### src/rtl/fault_protect_pkg.sv
// Constants for the converter fault-protection block
package fault_protect_pkg;
  localparam int CLK_MHZ = 250;
  // Register indices (byte address = 4 * index)
  localparam logic [7:0] IDX_OPEN_CFG    = 8'h52;
  localparam logic [7:0] IDX_RESTART_CFG = 8'h53;
  localparam logic [7:0] IDX_CLAMP_CFG   = 8'h54;
  localparam logic [7:0] IDX_BOOST_CFG   = 8'h55;
  localparam logic [7:0] IDX_IRQ_STATUS  = 8'h60;
  localparam logic [7:0] IDX_IRQ_MASK    = 8'h61;
  localparam logic [7:0] IDX_STATE       = 8'h62;
  // Reset values
  localparam logic [7:0] RST_OPEN_CFG    = 8'h20;
  localparam logic [7:0] RST_RESTART_CFG = 8'h04;
  localparam logic [7:0] RST_CLAMP_CFG   = 8'h00;
  localparam logic [7:0] RST_BOOST_CFG   = 8'h00;
  // Field positions
  localparam int OPEN_CNT_LSB   = 5;
  localparam int OPEN_LAT_BIT   = 4;
  localparam int OPEN_KIND_BIT  = 3;
  localparam int RESTART_LSB    = 2;
  localparam int SLOW_BIT       = 1;
  localparam int SCOPE_BIT      = 0;
  localparam int CLAMP_LIM_LSB  = 1;
  localparam int CLAMP_WIN_BIT  = 0;
  localparam int BOOST_TRIP_LSB = 5;
  localparam int BOOST_LVL_LSB  = 1;
  localparam int BOOST_ON_BIT   = 0;
  // Timing, in ns unless named otherwise
  localparam int BLANK_BASE_NS   = 1000;
  localparam int BLANK_STEP_NS   = 500;
  localparam int BLANK_OFFSET_NS = 500;
  localparam int FAST_RESTART_NS = 25600;
  localparam int SLOW_RESTART_US = 40960;
  localparam int CLAMP_SAMPLE_NS = 20000;
  localparam int BOOST_SAMPLE_NS = 80000;
  localparam int BLANK_BASE_CYC   = BLANK_BASE_NS / 4;
  localparam int BLANK_STEP_CYC   = BLANK_STEP_NS / 4;
  localparam int BLANK_OFFSET_CYC = BLANK_OFFSET_NS / 4;
  localparam int FAST_TICK_CYC    = FAST_RESTART_NS * CLK_MHZ / 1000;
  localparam int SLOW_PER_FAST    = SLOW_RESTART_US * 1000 / FAST_RESTART_NS;
  localparam int CLAMP_TICK_CYC   = CLAMP_SAMPLE_NS * CLK_MHZ / 1000;
  localparam int BOOST_TICK_CYC   = BOOST_SAMPLE_NS * CLK_MHZ / 1000;
  // Clamp limits in 20 us samples: 5.12 ms = 256, 2.56 ms = 128
  localparam int CLAMP_STEP_SMP   = 256;
  localparam int CLAMP_BASE_SMP   = 128;
  localparam int CLAMP_WIN1_SMP   = 50000;
  // Boost levels in volts
  localparam int BOOST_LO_ON_V    = 227;
  localparam int BOOST_HI_ON_V    = 432;
  localparam int BOOST_LO_MAX_V   = 254;
  localparam int BOOST_HI_MAX_V   = 508;
  localparam int BOOST_STEP_V     = 2;
  localparam int INTEG_INPUT      = 8;
  localparam int INTEG_SHIFT      = 6;
  // Integrator output is scaled by 64; trip level n means n * 64
  localparam int INTEG_FRAC       = 6;
  typedef enum logic [1:0] {
    ST_RUN     = 2'b00,
    ST_RESTART = 2'b01,
    ST_LATCHED = 2'b10
  } stage_state_e;
endpackage

### src/rtl/converter_fault_protection_cfg.sv
// Fault protection for the output-open and boost overvoltage faults; clamp overpower is only flagged in the interrupt status
`timescale 1ns/1ps
module converter_fault_protection_cfg
  import fault_protect_pkg::*;
#(
  parameter int FAST_TICK   = FAST_TICK_CYC,
  parameter int CLAMP_TICK  = CLAMP_TICK_CYC,
  parameter int BOOST_TICK  = BOOST_TICK_CYC,
  parameter int WIN1_SMP    = CLAMP_WIN1_SMP,
  parameter bit HIGH_LINE   = 1'b0
) (
  // Clock and reset
  input  wire logic        clk,
  input  wire logic        rst,
  // Avalon-MM slave
  input  wire logic [9:0]  address,
  input  wire logic        read,
  input  wire logic        write,
  input  wire logic [31:0] writedata,
  input  wire logic [3:0]  byteenable,
  output logic [31:0]      readdata,
  output logic             waitrequest,
  output logic [1:0]       response,
  // Power stage sense
  input  wire logic        cycleStart,
  input  wire logic        cycleEnd,
  input  wire logic        openSense,
  input  wire logic        clampOn,
  input  wire logic        boostOverLevel,
  input  wire logic        adcLocked,
  input  wire logic        tempAboveWakeup,
  // Stage control
  output logic             secondStageEnable,
  output logic             boostEnable,
  output logic [8:0]       boostOvervoltLevel,
  // Interrupt
  output logic             irq
);
  import fault_protect_pkg::*;

  logic [7:0]   openCfg, restartCfg, clampCfg, boostCfg;
  logic [3:0]   irqStatus, irqMask, irqEvent;
  logic         acked;
  logic [7:0]   regIdx;
  logic         mapped;
  logic         fastTick, clampTick, boostTick;
  stage_state_e stageState;
  logic         boostOkStart, boostFault, clampFault, openFault;
  logic         secondFault, bothScope;
  logic [15:0]  cycleLen, prevCycleLen, blankCnt, blankLen;
  logic [2:0]   openRun, countLimit;
  logic         openSeen;
  logic [5:0]   restartLeft;
  logic [10:0]  slowDiv;
  logic         restartStep;
  logic [16:0]  clampWinCnt, clampOnCnt, clampLimit;
  logic [16:0]  winLen;
  logic [12:0]  integ;
  logic [12:0]  integTrip;
  logic [8:0]   rawLevel, capLevel;

  // Bus: one wait cycle, then answer
  assign regIdx      = address[9:2];
  assign mapped      = regIdx inside {IDX_OPEN_CFG, IDX_RESTART_CFG, IDX_CLAMP_CFG, IDX_BOOST_CFG,
                                      IDX_IRQ_STATUS, IDX_IRQ_MASK, IDX_STATE};
  assign waitrequest = (read || write) && !acked;

  always_ff @(posedge clk) begin
    if (rst) begin
      acked <= 1'b0;
    end else begin
      acked <= (read || write) && !acked;
    end
  end

  always_ff @(posedge clk) begin
    if (rst) begin
      openCfg    <= RST_OPEN_CFG;
      restartCfg <= RST_RESTART_CFG;
      clampCfg   <= RST_CLAMP_CFG;
      boostCfg   <= RST_BOOST_CFG;
      irqMask    <= 4'h0;
    end else if (write && acked && byteenable[0]) begin
      unique case (regIdx)
        IDX_OPEN_CFG:    openCfg    <= writedata[7:0];
        IDX_RESTART_CFG: restartCfg <= writedata[7:0];
        IDX_CLAMP_CFG:   clampCfg   <= writedata[7:0];
        IDX_BOOST_CFG:   boostCfg   <= writedata[7:0];
        IDX_IRQ_MASK:    irqMask    <= writedata[3:0];
        default: ;
      endcase
    end
  end

  always_ff @(posedge clk) begin
    if (rst) begin
      readdata <= 32'h0;
      response <= 2'h0;
    end else if (read && !acked) begin
      response <= mapped ? 2'h0 : 2'h2;
      unique case (regIdx)
        IDX_OPEN_CFG:    readdata <= {24'h0, openCfg};
        IDX_RESTART_CFG: readdata <= {24'h0, restartCfg};
        IDX_CLAMP_CFG:   readdata <= {24'h0, clampCfg};
        IDX_BOOST_CFG:   readdata <= {24'h0, boostCfg};
        IDX_IRQ_STATUS:  readdata <= {28'h0, irqStatus};
        IDX_IRQ_MASK:    readdata <= {28'h0, irqMask};
        IDX_STATE:       readdata <= {19'h0, boostEnable, secondStageEnable, stageState, boostOvervoltLevel};
        default:         readdata <= 32'h0;
      endcase
    end
  end

  // Sticky events: set wins over write-one-to-clear
  assign irqEvent = {boostFault, clampFault, openFault, stageState == ST_RESTART && restartLeft == 6'h0};

  always_ff @(posedge clk) begin
    if (rst) begin
      irqStatus <= 4'h0;
    end else begin
      irqStatus <= (irqStatus & ~((write && acked && byteenable[0] && regIdx == IDX_IRQ_STATUS)
                                  ? writedata[3:0] : 4'h0)) | irqEvent;
    end
  end

  assign irq = |(irqStatus & irqMask);

  // Rate enables
  tick_divider #(.DIV(FAST_TICK)) u_fast (.clk(clk), .rst(rst), .tick(fastTick));
  tick_divider #(.DIV(CLAMP_TICK)) u_clamp (.clk(clk), .rst(rst), .tick(clampTick));
  tick_divider #(.DIV(BOOST_TICK)) u_boost (.clk(clk), .rst(rst), .tick(boostTick));

  // Cycle length and blanking
  always_ff @(posedge clk) begin
    if (rst) begin
      cycleLen     <= 16'h0;
      prevCycleLen <= 16'h0;
    end else if (cycleStart) begin
      cycleLen     <= 16'h0;
      prevCycleLen <= cycleLen;
    end else if (cycleLen != 16'hffff) begin
      cycleLen <= cycleLen + 16'h1;
    end
  end

  always_comb begin
    if (openCfg[OPEN_KIND_BIT]) begin
      blankLen = (prevCycleLen > 16'(BLANK_OFFSET_CYC)) ? prevCycleLen - 16'(BLANK_OFFSET_CYC) : 16'h0;
    end else begin
      blankLen = 16'(BLANK_BASE_CYC) + 16'(openCfg[2:0]) * 16'(BLANK_STEP_CYC);
    end
  end

  always_ff @(posedge clk) begin
    if (rst || cycleStart) begin
      blankCnt <= 16'h0;
    end else if (blankCnt != 16'hffff) begin
      blankCnt <= blankCnt + 16'h1;
    end
  end

  // Consecutive open-condition counter
  assign countLimit = openCfg[7:OPEN_CNT_LSB];

  always_ff @(posedge clk) begin
    if (rst || cycleStart) begin
      openSeen <= 1'b0;
    end else if (openSense && blankCnt >= blankLen) begin
      openSeen <= 1'b1;
    end
  end

  always_ff @(posedge clk) begin
    if (rst || stageState != ST_RUN) begin
      openRun <= 3'h0;
    end else if (cycleEnd) begin
      openRun <= openSeen ? ((openRun == 3'h7) ? openRun : openRun + 3'h1) : 3'h0;
    end
  end

  assign openFault = stageState == ST_RUN && (countLimit == 3'h0 ||
                     (cycleEnd && openSeen && openRun + 3'h1 >= countLimit));
  assign secondFault = openFault;

  // Second stage state and restart timing
  assign restartStep = fastTick && (!restartCfg[SLOW_BIT] || slowDiv == 11'(SLOW_PER_FAST - 1));

  always_ff @(posedge clk) begin
    if (rst || stageState != ST_RESTART) begin
      slowDiv <= 11'h0;
    end else if (fastTick) begin
      slowDiv <= (slowDiv == 11'(SLOW_PER_FAST - 1)) ? 11'h0 : slowDiv + 11'h1;
    end
  end

  always_ff @(posedge clk) begin
    if (rst) begin
      stageState  <= ST_RUN;
      restartLeft <= 6'h0;
      bothScope   <= 1'b0;
    end else begin
      unique case (stageState)
        ST_RUN: begin
          if (secondFault) begin
            bothScope   <= restartCfg[SCOPE_BIT];
            restartLeft <= restartCfg[7:RESTART_LSB];
            stageState  <= openCfg[OPEN_LAT_BIT] ? ST_LATCHED : ST_RESTART;
          end
        end
        ST_RESTART: begin
          if (restartLeft == 6'h0) begin
            stageState <= ST_RUN;
          end else if (restartStep) begin
            restartLeft <= restartLeft - 6'h1;
          end
        end
        ST_LATCHED: ;
        default: stageState <= ST_RUN;
      endcase
    end
  end

  // Clamp overpower window
  assign winLen     = clampCfg[CLAMP_WIN_BIT] ? 17'(2 * WIN1_SMP) : 17'(WIN1_SMP);
  assign clampLimit = clampCfg[CLAMP_WIN_BIT]
                    ? 17'(clampCfg[7:CLAMP_LIM_LSB]) * 17'(2 * CLAMP_STEP_SMP) + 17'(2 * CLAMP_BASE_SMP)
                    : 17'(clampCfg[7:CLAMP_LIM_LSB]) * 17'(CLAMP_STEP_SMP) + 17'(CLAMP_BASE_SMP);

  always_ff @(posedge clk) begin
    if (rst) begin
      clampWinCnt <= 17'h0;
      clampOnCnt  <= 17'h0;
    end else if (clampTick) begin
      if (clampWinCnt >= winLen - 17'h1) begin
        clampWinCnt <= 17'h0;
        clampOnCnt  <= 17'h0;
      end else begin
        clampWinCnt <= clampWinCnt + 17'h1;
        clampOnCnt  <= clampOnCnt + 17'(clampOn);
      end
    end
  end

  assign clampFault = clampTick && clampWinCnt >= winLen - 17'h1 &&
                      clampOnCnt + 17'(clampOn) > clampLimit;

  // Boost overvoltage level and leaky integrator
  assign rawLevel = 9'(boostCfg[4:BOOST_LVL_LSB]) * 9'(BOOST_STEP_V) +
                    (HIGH_LINE ? 9'(BOOST_HI_ON_V) : 9'(BOOST_LO_ON_V));
  assign capLevel = HIGH_LINE ? 9'(BOOST_HI_MAX_V) : 9'(BOOST_LO_MAX_V);

  always_ff @(posedge clk) begin
    if (rst) begin
      boostOvervoltLevel <= 9'h0;
    end else begin
      boostOvervoltLevel <= (rawLevel > capLevel) ? capLevel : rawLevel;
    end
  end

  assign integTrip = 13'(boostCfg[7:BOOST_TRIP_LSB]) << INTEG_FRAC;

  always_ff @(posedge clk) begin
    if (rst) begin
      integ <= 13'h0;
    end else if (boostTick) begin
      integ <= integ - (integ >> INTEG_SHIFT) +
               (boostOverLevel ? 13'(INTEG_INPUT) : 13'h0);
    end
  end

  assign boostFault = (boostCfg[7:BOOST_TRIP_LSB] == 3'h0) ? boostOverLevel
                    : integ > integTrip;

  // Boost start-up and stage enables
  always_ff @(posedge clk) begin
    if (rst) begin
      boostOkStart <= 1'b0;
    end else if (adcLocked && (boostCfg[BOOST_ON_BIT] || tempAboveWakeup)) begin
      boostOkStart <= 1'b1;
    end
  end

  always_ff @(posedge clk) begin
    if (rst) begin
      secondStageEnable <= 1'b0;
      boostEnable       <= 1'b0;
    end else begin
      secondStageEnable <= stageState == ST_RUN && !secondFault;
      boostEnable       <= boostOkStart && !boostFault && !(stageState != ST_RUN && bothScope);
    end
  end

  a_latched_holds: assert property (@(posedge clk) disable iff (rst)
    stageState == ST_LATCHED |=> stageState == ST_LATCHED) else $error("latched fault left");
  a_force_open: assert property (@(posedge clk) disable iff (rst)
    stageState == ST_RUN && countLimit == 3'h0 |=> !secondStageEnable) else $error("forced fault missed");
  a_latch_sel: assert property (@(posedge clk) disable iff (rst)
    stageState == ST_RUN && openFault && !openCfg[OPEN_LAT_BIT] |=> stageState == ST_RESTART)
    else $error("unlatched fault wrong state");
  a_scope_only: assert property (@(posedge clk) disable iff (rst)
    stageState == ST_RESTART && !bothScope && boostOkStart && !boostFault |=> boostEnable)
    else $error("boost stopped on second stage fault");
  a_scope_both: assert property (@(posedge clk) disable iff (rst)
    stageState != ST_RUN && bothScope |=> !boostEnable) else $error("boost kept on");
  a_level_cap: assert property (@(posedge clk) disable iff (rst)
    ##1 boostOvervoltLevel <= capLevel) else $error("boost level over cap");
  a_bypass_trip: assert property (@(posedge clk) disable iff (rst)
    boostCfg[7:5] == 3'h0 && boostOverLevel |=> !boostEnable) else $error("bypass did not trip");
  a_boost_start: assert property (@(posedge clk) disable iff (rst)
    !adcLocked && !boostOkStart |=> !boostOkStart) else $error("boost started early");
  a_run_clear: assert property (@(posedge clk) disable iff (rst)
    stageState == ST_RUN && cycleEnd && !openSeen |=> openRun == 3'h0) else $error("run not cleared");
  a_restart_count: assert property (@(posedge clk) disable iff (rst)
    stageState == ST_RESTART && restartStep && restartLeft != 6'h0 |=> restartLeft == $past(restartLeft) - 6'h1)
    else $error("restart count stuck");

  c_open_fault: cover property (@(posedge clk) disable iff (rst) openFault);
  c_restart_done: cover property (@(posedge clk) disable iff (rst)
    stageState == ST_RESTART ##1 stageState == ST_RUN);
  c_clamp_fault: cover property (@(posedge clk) disable iff (rst) clampFault);
  c_boost_fault: cover property (@(posedge clk) disable iff (rst) boostFault && integ != 13'h0);
endmodule

### src/rtl/tick_divider.sv
// Divider that emits a one-cycle enable every DIV clocks
`timescale 1ns/1ps
module tick_divider #(
  parameter int DIV = 5000
) (
  // Clock and reset
  input  wire logic clk,
  input  wire logic rst,
  // Enable out
  output logic      tick
);
  logic [$clog2(DIV+1)-1:0] count;

  always_ff @(posedge clk) begin
    if (rst || tick) begin
      count <= '0;
    end else begin
      count <= count + 1'b1;
    end
  end

  assign tick = (count == ($clog2(DIV+1))'(DIV - 1));
endmodule
### config.mk
export PLATFORM = sky130hd
export DESIGN_NAME = converter_fault_protection_cfg
export DESIGN_NICKNAME = d
export VERILOG_FILES = /design/src/rtl/fault_protect_pkg.sv /design/src/rtl/converter_fault_protection_cfg.sv /design/src/rtl/tick_divider.sv
export SDC_FILE = /design/constraint.sdc
export NUM_CORES = 1
export LEC_CHECK = 0
export ABC_AREA = 1
export ABC_CLOCK_PERIOD_IN_PS = 3400
export BUFFER_PORTS_ARGS = -buffer_cell sky130_fd_sc_hd__buf_2
export CORE_MARGIN = 4
export CORE_UTILIZATION = 55
export DETAILED_ROUTE_END_ITERATION = 10
export PLACE_DENSITY = 0.87
export SETUP_SLACK_MARGIN = 0.15
export SLEW_MARGIN = 20
export SYNTH_ARGS = -nofsm -noshare
export SYNTH_HDL_FRONTEND = slang
export SYNTH_SLANG_ARGS = --single-unit
### constraint.sdc
create_clock -name clk -period 3.4 [get_ports clk]
set_input_delay 0.85 -clock clk [delete_from_list [all_inputs] [get_ports clk]]
set_output_delay 0.85 -clock clk [all_outputs]
set_load 0.05 [all_outputs]
* After elaboration in Yosys (flattened, before gate mapping) *
Index checks and enable logic that the tools add are counted.

storage, ports and cells
  bits of input ports = 57
  latch bits = 0
  word-level logic and storage cells = 157
  bits in registers = 247
  output and inout bits = 47
  bits in writable memories = 0
  memories kept = 0
  ROM bits = 0

operators by class
  $add $sub $neg = 18
  $mul = 1
  equal/unequal tests = 22
  div/mod/pow operators = 0
  $lt $le $gt $ge = 7
  shift operators = 0
  mux-type cells = 23
  bitwise logic cells = 5
  reductions and logical operators = 52

operators with widths
  operator                                             number
  case mux 13 bit (7 select lines)                     1
  two-way mux 17 bit                                   4
  == test 8 x 7 -> 1 bit, second input constant        7
  adder 16 x 1 -> 16 bit, second input constant        2
  two-way mux 16 bit                                   2
  != test 16 bit, second input constant                2
  adder 13 x 1 -> 13 bit, second input constant        2
  == test 13 bit, second input constant                2
  logical AND 1 bit                                    18
  two-way mux 6 bit                                    3
  adder 16 x 9 -> 17 bit, second input constant        1
  adder 17 x 1 -> 17 bit                               1
  adder 17 x 1 -> 17 bit, second input constant        1
  >= comparator 17 bit                                 1
  > comparator 17 bit                                  1
  subtractor 17 x 1 -> 17 bit, second input constant   1
  adder 15 x 8 -> 16 bit, second input constant        1
  >= comparator 16 bit                                 1
  > comparator 16 x 7 -> 1 bit, second input constant  1
  subtractor 16 x 7 -> 16 bit, second input constant   1
  adder 15 x 1 -> 15 bit, second input constant        1
  == test 15 bit, second input constant                1
  AND reduction 2 bit                                  7
  adder 13 x 4 -> 13 bit                               1
  39 further kinds                                     65

* Logic depth before layout (Yosys ltp) *
Gate-level depths: netlist of run 1.

  depth after elaboration = 7
  depth in mapped cells = 23
  gate-level depth less buffers = 23

* Hierarchy *
A second synthesis of run 1 with hierarchy kept.

second synthesis, totals
  cells, all modules = 1879
  area total of the unflattened synthesis = 13137.6 um^2

modules (own cells, without submodules)
  module                          area an instance (um^2)  instances  cells each  sequential area each (um^2)
  converter_fault_protection_cfg  11050.6                  1          1579        3703.6
  tick_divider (u_boost)          762.0                    1          111         300.3
  tick_divider (u_clamp)          675.6                    1          96          260.2
  tick_divider (u_fast)           649.4                    1          93          260.2

* Worst setup path after synthesis of run 1 *
OpenSTA, ideal clock, no wires.

  path type = reg2reg
  start point = register openCfg[0]
  end point = register openSeen
  stages on the path, launching flop included = 21
  path slack = 0.162 ns
  arrival time = 3.110 ns
  path buffers = 0
  required time = 3.272 ns
  period minus slack after synthesis = 3.238 ns
  setup time = 0.128 ns
  cells stage by stage = dfxtp_1 -> ha_1 -> fa_1 -> ha_1 -> fa_1 -> nand2_1 -> nand2_1 -> nand2_1 -> nand2_1 -> a21oi_1 -> o21ai_0 -> nand2_1 -> nor2_1 -> a21oi_1 -> ha_1 -> a21oi_1 -> o21ai_0 -> a21oi_1 -> nand3_1 -> a21oi_1 -> nor2_1

between the ends
  word-level cells in the longest chain between the ends = 5

RTL lines
  item                        line                                   source
  from (decl)                 converter_fault_protection_cfg.sv:41   logic [7:0] openCfg, restartCfg, clampCfg, boostCfg;
  from (signal assigned)      converter_fault_protection_cfg.sv:85   IDX_OPEN_CFG: openCfg <= writedata[7:0];
  multiplier 3 x 7 -> 10 bit  converter_fault_protection_cfg.sv:150  blankLen = 16'(BLANK_BASE_CYC) + 16'(openCfg[2:0]) * 16'(BLANK_STEP_CYC);
  adder 8 x 10 -> 11 bit      converter_fault_protection_cfg.sv:150
  two-way mux 16 bit          converter_fault_protection_cfg.sv:147  if (openCfg[OPEN_KIND_BIT]) begin
  >= comparator 16 bit        converter_fault_protection_cfg.sv:168  end else if (openSense && blankCnt >= blankLen) begin
  logical AND 1 bit           converter_fault_protection_cfg.sv:168
  to (signal assigned)        converter_fault_protection_cfg.sv:167  openSeen <= 1'b0;
  to (signal assigned)        converter_fault_protection_cfg.sv:169  openSeen <= 1'b1;
  to (decl)                   converter_fault_protection_cfg.sv:52   logic openSeen;

No other way between the ends.
A chain may end at the register's enable or synchronous reset.

* Worst setup path after layout of run 1 *
  start point = register openCfg[2]
  end point = register openSeen

The elaborated chain is that of the path after synthesis.

==> results of run 1 <==
[path summary, 6_finish.rpt]
check,from,endpoint
hold reg to reg,u_clamp.count[0]$_SDFF_PP0_,u_clamp.count[0]$_SDFF_PP0_
setup reg to reg,openCfg[2]$_SDFFE_PP0P_,openSeen$_SDFFE_PP0P_
hold / removal,u_clamp.count[0]$_SDFF_PP0_,u_clamp.count[0]$_SDFF_PP0_
setup / recovery,openCfg[2]$_SDFFE_PP0P_,openSeen$_SDFFE_PP0P_
[worst register-to-register path: stages (launching register included)]
cell     delay (ns)
dfxtp_2        0.34
ha_1           0.19
fa_1           0.44
ha_2           0.19
fa_2           0.35
nand2_2        0.08
nand2_1        0.07
nand2_1        0.08
nand2_1        0.06
a21oi_2        0.13
o21ai_1        0.08
nand2_1        0.06
nor2_1         0.04
a21oi_1        0.14
ha_1           0.27
a21oi_2        0.11
o21ai_0        0.08
a21oi_1        0.13
nand3_1        0.13
a21oi_1        0.14
nor2_1         0.05
[power groups by stage]
stage / Combinational (mW) / Sequential, mW / Clock, mW
after floorplan: 0.231 / 2.79 / 0
after global placement: 0.319 / 2.77 / 0
after detailed placement: 0.327 / 2.77 / 0
after CTS: 0.329 / 2.71 / 2.61
after global routing: 0.362 / 2.71 / 2.70
final: 0.332 / 2.71 / 2.57
[state kept, by name, summed over array words and instances (netlist names), 4 cells and up]
| signal | cells |
|---|---|
| integ | 13 |
| u_boost.count | 15 |
| clampCfg | 8 |
| boostCfg | 8 |
| slowDiv | 11 |
| openCfg | 8 |
| cycleLen | 16 |
| irqStatus | 4 |
| u_clamp.count | 13 |
| clampOnCnt | 17 |
| clampWinCnt | 17 |
| irqMask | 4 |
| blankCnt | 16 |
| prevCycleLen | 16 |
| u_fast.count | 13 |
| boostOvervoltLevel | 8 |
| restartCfg | 8 |
| readdata | 13 |
| restartLeft | 6 |
[cells in the final DEF (no fill, tap or decap), drive strengths merged, types with 13 or more instances in the layout]
master and n:
nand2 338, o21ai 148, nor3 61, dfxtp 226, a21oi 147, buf 73
ha 92, xor2 35, clkbuf 30, nor2 208, conb 21, o22ai 21
inv 278, nand4 31, nand3 115, xnor2 13, nor3b 14
[stage by stage]
stage | instance area, µm² | power, mW | util | TNS [ns]
after CTS | 14500 | 5.65 | 0.617 | 0
after floorplan | 13200 | 3.02 | - | 0
final | 14500 | 5.61 | 0.617 | 0
after detailed placement | 13700 | 3.09 | 0.582 | -0.0597
after global routing | 14500 | 5.78 | 0.617 | -0.140
after global placement | 13700 | 3.08 | 0.582 | -0.00590
[what timing repair did]
action | CTS | global route
endpoints found under the setup margin | 1 | 1
endpoints found under the hold margin | 0 | 0
pin swaps | 7 | 4
hold buffers | 0 | 0
buffers inserted | 2 | 0
resized for setup | 6 | 2
[final cells by class]
cell class                      instances  area, µm²  share of cell area
Tap cell                              319        399              0.0275
Multi-Input combinational cell       1320       7310               0.505
Clock inverter                         12        104             0.00717
Inverter                              280       1050              0.0727
Antenna cell                            4       10.0            0.000691
Sequential cell                       226       4530               0.312
Timing Repair Buffer                   73        413              0.0285
Clock buffer                           30        674              0.0465
[layer usage]
layer | wire length [µm] | track usage | part of all wire | up-vias
li1 | - | - | - | 6229
met1 | 13500 | 0.293 | 0.42 | 5694
met2 | 15900 | 0.430 | 0.50 | 363
met3 | 1620 | 0.0276 | 0.050 | 80
met4 | 1050 | 0.0800 | 0.033 | 2
met5 | 13 | 0 | 0.00040 | -
[logic make-up (layout without fill, tap and decap cells)]
| logic type | after synthesis | in the layout | share of synthesized area |
|---|---|---|---|
| other cells | 1 | 25 | 0.000286 |
| compound gates | 363 | 363 | 0.149 |
| fa+ha+maj | 97 | 97 | 0.0954 |
| xor+xnor | 48 | 48 | 0.0321 |
| simple gates | 791 | 791 | 0.273 |
| buf+inv | 337 | 395 | 0.105 |
| flops | 226 | 226 | 0.345 |
==> PnR_summary.wiki, run 1 <==
{| class="wikitable"
! Metric !! Value
|-
| Number of synthesized flops with an enable pin || 0
|-
| Top cells by count, synth || nand2_1, inv_1, dfxtp_1, nor2_1, a21oi_1
|-
| Crit. End Element || flip-flop
|-
| Final antenna-violating net count || 0
|-
| IO Count || 104
|-
| Actual slew at the worst max-slew pin || 0.742 ns
|-
| Critical path fanouts, max || 4
|-
| Post-route worst setup slack || 0.103 ns
|-
| Post-Place Cells || 2216
|-
| Cell seen most often among critical-path stages || nand2_1
|-
| Share of async-settable or async-resettable flops after synthesis || 0
|-
| Effective utilization at floorplan || 0.559
|-
| Largest net degree at the start of global routing || 61
|-
| Layout overhead on the synthesized area || 10.5%
|-
| P_leak || 6.25 nW
|-
| Crit path cell chain || ha_1 -> fa_1 -> ha_2 -> fa_2 -> nand2_2 -> nand2_1 -> nand2_1 -> nand2_1 -> a21oi_2 -> o21ai_1 -> nand2_1 -> nor2_1 -> a21oi_1 -> ha_1 -> a21oi_2 -> o21ai_0 -> a21oi_1 -> nand3_1 -> a21oi_1 -> nor2_1
|-
| Post-Syn Instances || 1863
|-
| Power share of the combinational group || 0.059
|-
| Site row count || 56
|-
| Number of buffers and inverters on the critical path || 0
|-
| Area share of the largest cell type after synthesis || 0.345
|-
| Total of warnings raised by yosys || 0
|-
| Total DRC errors in the routed layout || 0
|-
| Type of the worst min-delay path || flip-flop to flip-flop
|-
| Slowest Stage Delay on Critical Path || 0.44 ns
|-
| Level count of the clock H-tree || 1
|-
| Die area || 26400 µm²
|-
| Startpoint class of the critical path || flip-flop
|-
| DRT Wirelength || 32100 µm
|-
| MaxCap Viol Count || 0
|-
| Filler Cells Inserted || 2050
|-
| Logic depth of the worst path, buffers included || 20
|-
| Power density over cell area || 387 nW/µm²
|-
| Clock Skew || 0.00786 ns
|-
| Required time of the critical path || 3.79 ns
|-
| Max-slew violation count || 0
|-
| Clock share of power || 0.458
|-
| Number of cells on the worst reg-to-reg path || 20
|-
| Antenna violations before repair || 3
|-
| Final number of setup-violating endpoints || 0
|-
| Routability-driven placement congestion ratio || 0.939
|-
| HPWL reported at the end of detailed placement || 24100 µm
|-
| Core region area || 23500 µm²
|-
| Source-to-sink clock delay at the later pin of the worst-skew pair || 0.51 ns
|-
| Most instantiated library cell after synthesis || nand2_1
|-
| Yosys top cell by area || dfxtp_1
|-
| Gr usage total || 0.238
|-
| Hold Violations, Final || 0
|-
| Number of global-route vias before repair || 11800
|-
| Routed length per placed instance || 14.2 µm
|-
| Outcome || finished, final reports clean
|-
| Sequential element share of the synthesized area || 0.345
|-
| Cell family contributing the most delay on the critical path || adder cells
|-
| Post-synthesis cell area || 13100 µm²
|-
| Worst voltage drop across the vdd grid || 0.000218 V
|-
| Clock root cell || clkbuf_16
|-
| Slowest CP cell || fa_1
|-
| Nets || 2080
|-
| Deepest clock path buffer count || 3
|-
| Crit Path Class || flip-flop to flip-flop
|-
| Number of standard cells in the layout, taps in and fillers out || 2264
|-
| Number of clock buffers inserted by TritonCTS || 25
|-
| Detailed Route Iter0 Violations || 1072
|-
| Internal power || 4.25 mW
|-
| Number of detailed-routing iterations run before antenna repair || 5
|-
| RSZ-0062 raised after global routing || yes
|-
| R2R Setup Slk || 0.10 ns
|-
| Post-synthesis sequential element count || 226
|-
| Switching pwr || 1.36 mW
|-
| Number of port buffers || 54
|-
| Synth Area per Inst || 7.04 µm²
|-
| Worst hold stages || 1
|-
| GRT Residual Overflow || 0
|-
| Ratio of cells with drive above 1 in the final layout || 0.0948
|-
| Clk pin slew, worst setup/hold paths || 0.06 ns
|-
| Post-route fraction of the period consumed by the critical path || 0.970
|-
| Chip width || 162 µm
|-
| Via count || 12400
|-
| CTS tree || yes
|-
| Number of sinks handled by clock tree synthesis || 226
|-
| Number of vias per cell after detailed routing || 5.46
|-
| Tightest hold margin || 0.448 ns
|-
| Predominant post-synthesis flop cell || dfxtp_1
|-
| Highest clock frequency the design can meet || 303 MHz
|-
| Area contributors post-synth || dfxtp_1, nand2_1, ha_1, inv_1, a21oi_1
|-
| Tmin final || 3.30 ns
|-
| Yosys cell types || 53
|-
| Sequential share of power || 0.483
|-
| Critical path arrival || 3.68 ns
|-
| Pre-CTS worst setup slack || -0.0597 ns
|-
| Global-route wire length before repair || 53400 µm
|-
| Die span in y || 162 µm
|-
| Worst slew margin relative to its limit || 0.501
|-
| Switching Fraction || 0.242
|}
(Power assumes the default switching activity.)
==> inputs of run 2 (changes only) <==
==> constraint.sdc (replaced) <==
create_clock -name clk -period 3.4 [get_ports clk]
set_input_delay 0.17 -clock clk [delete_from_list [all_inputs] [get_ports clk]]
set_output_delay 0.17 -clock clk [all_outputs]
set_load 0.05 [all_outputs]
==> run 2 against run 1 <==
Net effect:
- via count is 1.2% higher
- register-to-register slack hardly changed
- design area is 1.8% higher
- routed wire length rose by 0.63%
- first-iteration DRC count rose by 3.6%
- combinational power is 4% higher
- non-clock buffer count up 7
- sequential power hardly changed
- die area unchanged
==> PnR_summary.wiki, run 2 (synthesis gave the netlist of run 1 again) <==
{| class="wikitable"
! Metric !! Value
|-
| Effective utilization at floorplan || 0.559 (unchanged)
|-
| Outcome || finished, final reports clean
|-
| Clk pin slew, worst setup/hold paths || 0.06 ns (about the same)
|-
| Level count of the clock H-tree || 1 (unchanged)
|-
| Tmin final || 3.30 ns (+0.00143 ns)
|-
| Number of standard cells in the layout, taps in and fillers out || 2275 (+0.49%)
|-
| Critical path fanouts, max || 3 (-1)
|-
| Actual slew at the worst max-slew pin || 0.874 ns (+0.131 ns)
|-
| Largest net degree at the start of global routing || 36 (-41%)
|-
| Post-Place Cells || 2209 (-0.32%)
|-
| Site row count || 56 (unchanged)
|-
| Clock root cell || clkbuf_16
|-
| Number of detailed-routing iterations run before antenna repair || 8 (+3)
|-
| Largest registers in the final layout || clampOnCnt: 17 flops, clampWinCnt: 17 flops
|-
| Post-route fraction of the period consumed by the critical path || 0.970 (about the same)
|-
| Worst slew margin relative to its limit || 0.412 (-0.0888)
|-
| Via count || 12500 (+1.2%)
|-
| Type of the worst min-delay path || primary input to flip-flop
|-
| Required time of the critical path || 3.80 ns (about the same)
|-
| Source-to-sink clock delay at the later pin of the worst-skew pair || 0.53 ns (+0.02 ns)
|-
| Highest clock frequency the design can meet || 303 MHz (about the same)
|-
| GRT Residual Overflow || 0 (unchanged)
|-
| Nets || 2088 (+0.38%)
|-
| IO Count || 104 (unchanged)
|-
| Most frequent cells in the layout || nand2_1, inv_1, dfxtp_1, nor2_1, a21oi_1
|-
| Layout overhead on the synthesized area || 12.5%
|-
| Deepest clock path buffer count || 3 (unchanged)
|-
| Tightest hold margin || 0.0156 ns (-0.433 ns)
|-
| Footprint of the multi-input gates || 7360 µm² (+0.67%)
|-
| Max-slew violation count || 0 (unchanged)
|-
| Startpoint class of the critical path || flip-flop
|-
| Antenna violations before repair || 2 (-1)
|-
| Number of vias per cell after detailed routing || 5.50 (+0.68%)
|-
| Number of cells on the worst reg-to-reg path || 20 (unchanged)
|-
| CTS tree || yes
|-
| Crit Path Class || flip-flop to flip-flop
|-
| Routed length per placed instance || 14.2 µm (+0.15%)
|-
| Final antenna-violating net count || 0 (unchanged)
|-
| Crit. End Element || flip-flop
|-
| P_leak || 6.33 nW (+1.4%)
|-
| Core region area || 23500 µm² (unchanged)
|-
| Power density over cell area || 405 nW/µm² (+4.5%)
|-
| DRT Wirelength || 32300 µm (+0.63%)
|-
| Combined flip-flop and latch cell area || 4530 µm² (about the same)
|-
| MaxCap Viol Count || 0 (unchanged)
|-
| Global-route wire length before repair || 53600 µm (+0.52%)
|-
| Final number of setup-violating endpoints || 0 (unchanged)
|-
| Detailed Route Iter0 Violations || 1111 (+3.6%)
|-
| Hold Violations, Final || 0 (unchanged)
|-
| Die span in y || 162 µm (unchanged)
|-
| Gr usage total || 0.238 (+0.000371)
|-
| Number of port buffers || 54 (unchanged)
|-
| Filler Cells Inserted || 1986 (-3.1%)
|-
| Total DRC errors in the routed layout || 0 (unchanged)
|-
| Number of clock buffers inserted by TritonCTS || 26 (+4.0%)
|-
| Ratio of cells with drive above 1 in the final layout || 0.0977 (+0.00295)
|-
| Most frequent standard cell in the layout excluding fill and tap cells || nand2_1
|-
| Worst voltage drop across the vdd grid || 0.000383 V (+75%)
|-
| Critical path arrival || 3.70 ns (+0.02 ns)
|-
| Worst hold stages || 4 (+3)
|-
| Number of sinks handled by clock tree synthesis || 226 (unchanged)
|-
| RSZ-0062 raised after global routing || yes
|-
| HPWL reported at the end of detailed placement || 23700 µm (-1.9%)
|-
| Chip width || 162 µm (unchanged)
|-
| Number of global-route vias before repair || 11800 (-0.24%)
|-
| Clock Skew || 0.0101 ns (+0.00225 ns)
|-
| Setup_tns || 0 ns (unchanged)
|-
| Routability-driven placement congestion ratio || 0.941 (+0.18%)
|-
| Die area || 26400 µm² (unchanged)
|}
-- run 2: per-stage QoR --
stage / worst slack (ns) / area [µm²] / utilization / power [mW]
2_1_floorplan: 0.162 / 13200 / - / 3.02
3_3_place_gp: 0.111 / 13600 / 0.580 / 3.08
3_5_place_dp: 0.0216 / 13600 / 0.580 / 3.09
4_1_cts: 0.129 / 14700 / 0.626 / 5.99
5_1_grt: -0.140 / 14800 / 0.629 / 6.14
6_report: 0.102 / 14800 / 0.629 / 5.97
-- run 2: path summary, 6_finish.rpt --
path / slack [ns] / startpoint / endpoint
setup / recovery: 0.10 / openCfg[2]$_SDFFE_PP0P_ / openSeen$_SDFFE_PP0P_
hold / removal: 0.02 / boostOverLevel / boostEnable$_SDFF_PP0_
setup reg to reg: 0.10 / openCfg[2]$_SDFFE_PP0P_ / openSeen$_SDFFE_PP0P_
hold reg to reg: 0.45 / u_clamp.count[0]$_SDFF_PP0_ / u_clamp.count[0]$_SDFF_PP0_
-- run 2: cell type report --
type | count | area share
Timing Repair Buffer | 80 | 0.0341
Sequential cell | 226 | 0.307
Multi-Input combinational cell | 1320 | 0.499
Tap cell | 319 | 0.0271
Antenna cell | 2 | 0.000339
Inverter | 280 | 0.0714
Clock buffer | 36 | 0.0515
Clock inverter | 12 | 0.00975
-- run 2: per-layer routing --
layer	wire (µm)	GRT usage
met4	1390	0.0965
met5	0	0
met2	15700	0.426
met1	13600	0.288
met3	1650	0.0329
-- run 2: report_power, final --
| group | total, mW | internal [mW] | switching, mW |
|---|---|---|---|
| combinational | 0.345 | 0.0909 | 0.254 |
| sequential | 2.71 | 2.68 | 0.0282 |
| clock | 2.91 | 1.79 | 1.13 |
| total | 5.97 | 4.56 | 1.41 |
-- run 2: what timing repair did --
| item | CTS | global route |
|---|---|---|
| resized for setup | 5 | 17 |
| pin swaps | 2 | 11 |
| hold endpoints to repair | 29 | 0 |
| buffers inserted | 1 | 0 |
| setup endpoints to repair | 1 | 2 |
| hold buffers | 15 | 0 |
-- run 2: worst max-delay path, cell delays in order (launching register included) --
cell     delay, ns
dfxtp_4       0.35
ha_4          0.16
fa_1          0.48
ha_2          0.22
fa_2          0.37
nand2_2       0.08
nand2_2       0.06
nand2_2       0.07
nand2_2       0.05
a21oi_2       0.13
o21ai_1       0.07
nand2_1       0.07
nor2_2        0.05
a21oi_2       0.11
ha_1          0.26
a21oi_2       0.12
o21ai_1       0.07
a21oi_1       0.15
nand3_1       0.10
a21oi_2       0.14
nor2_1        0.05
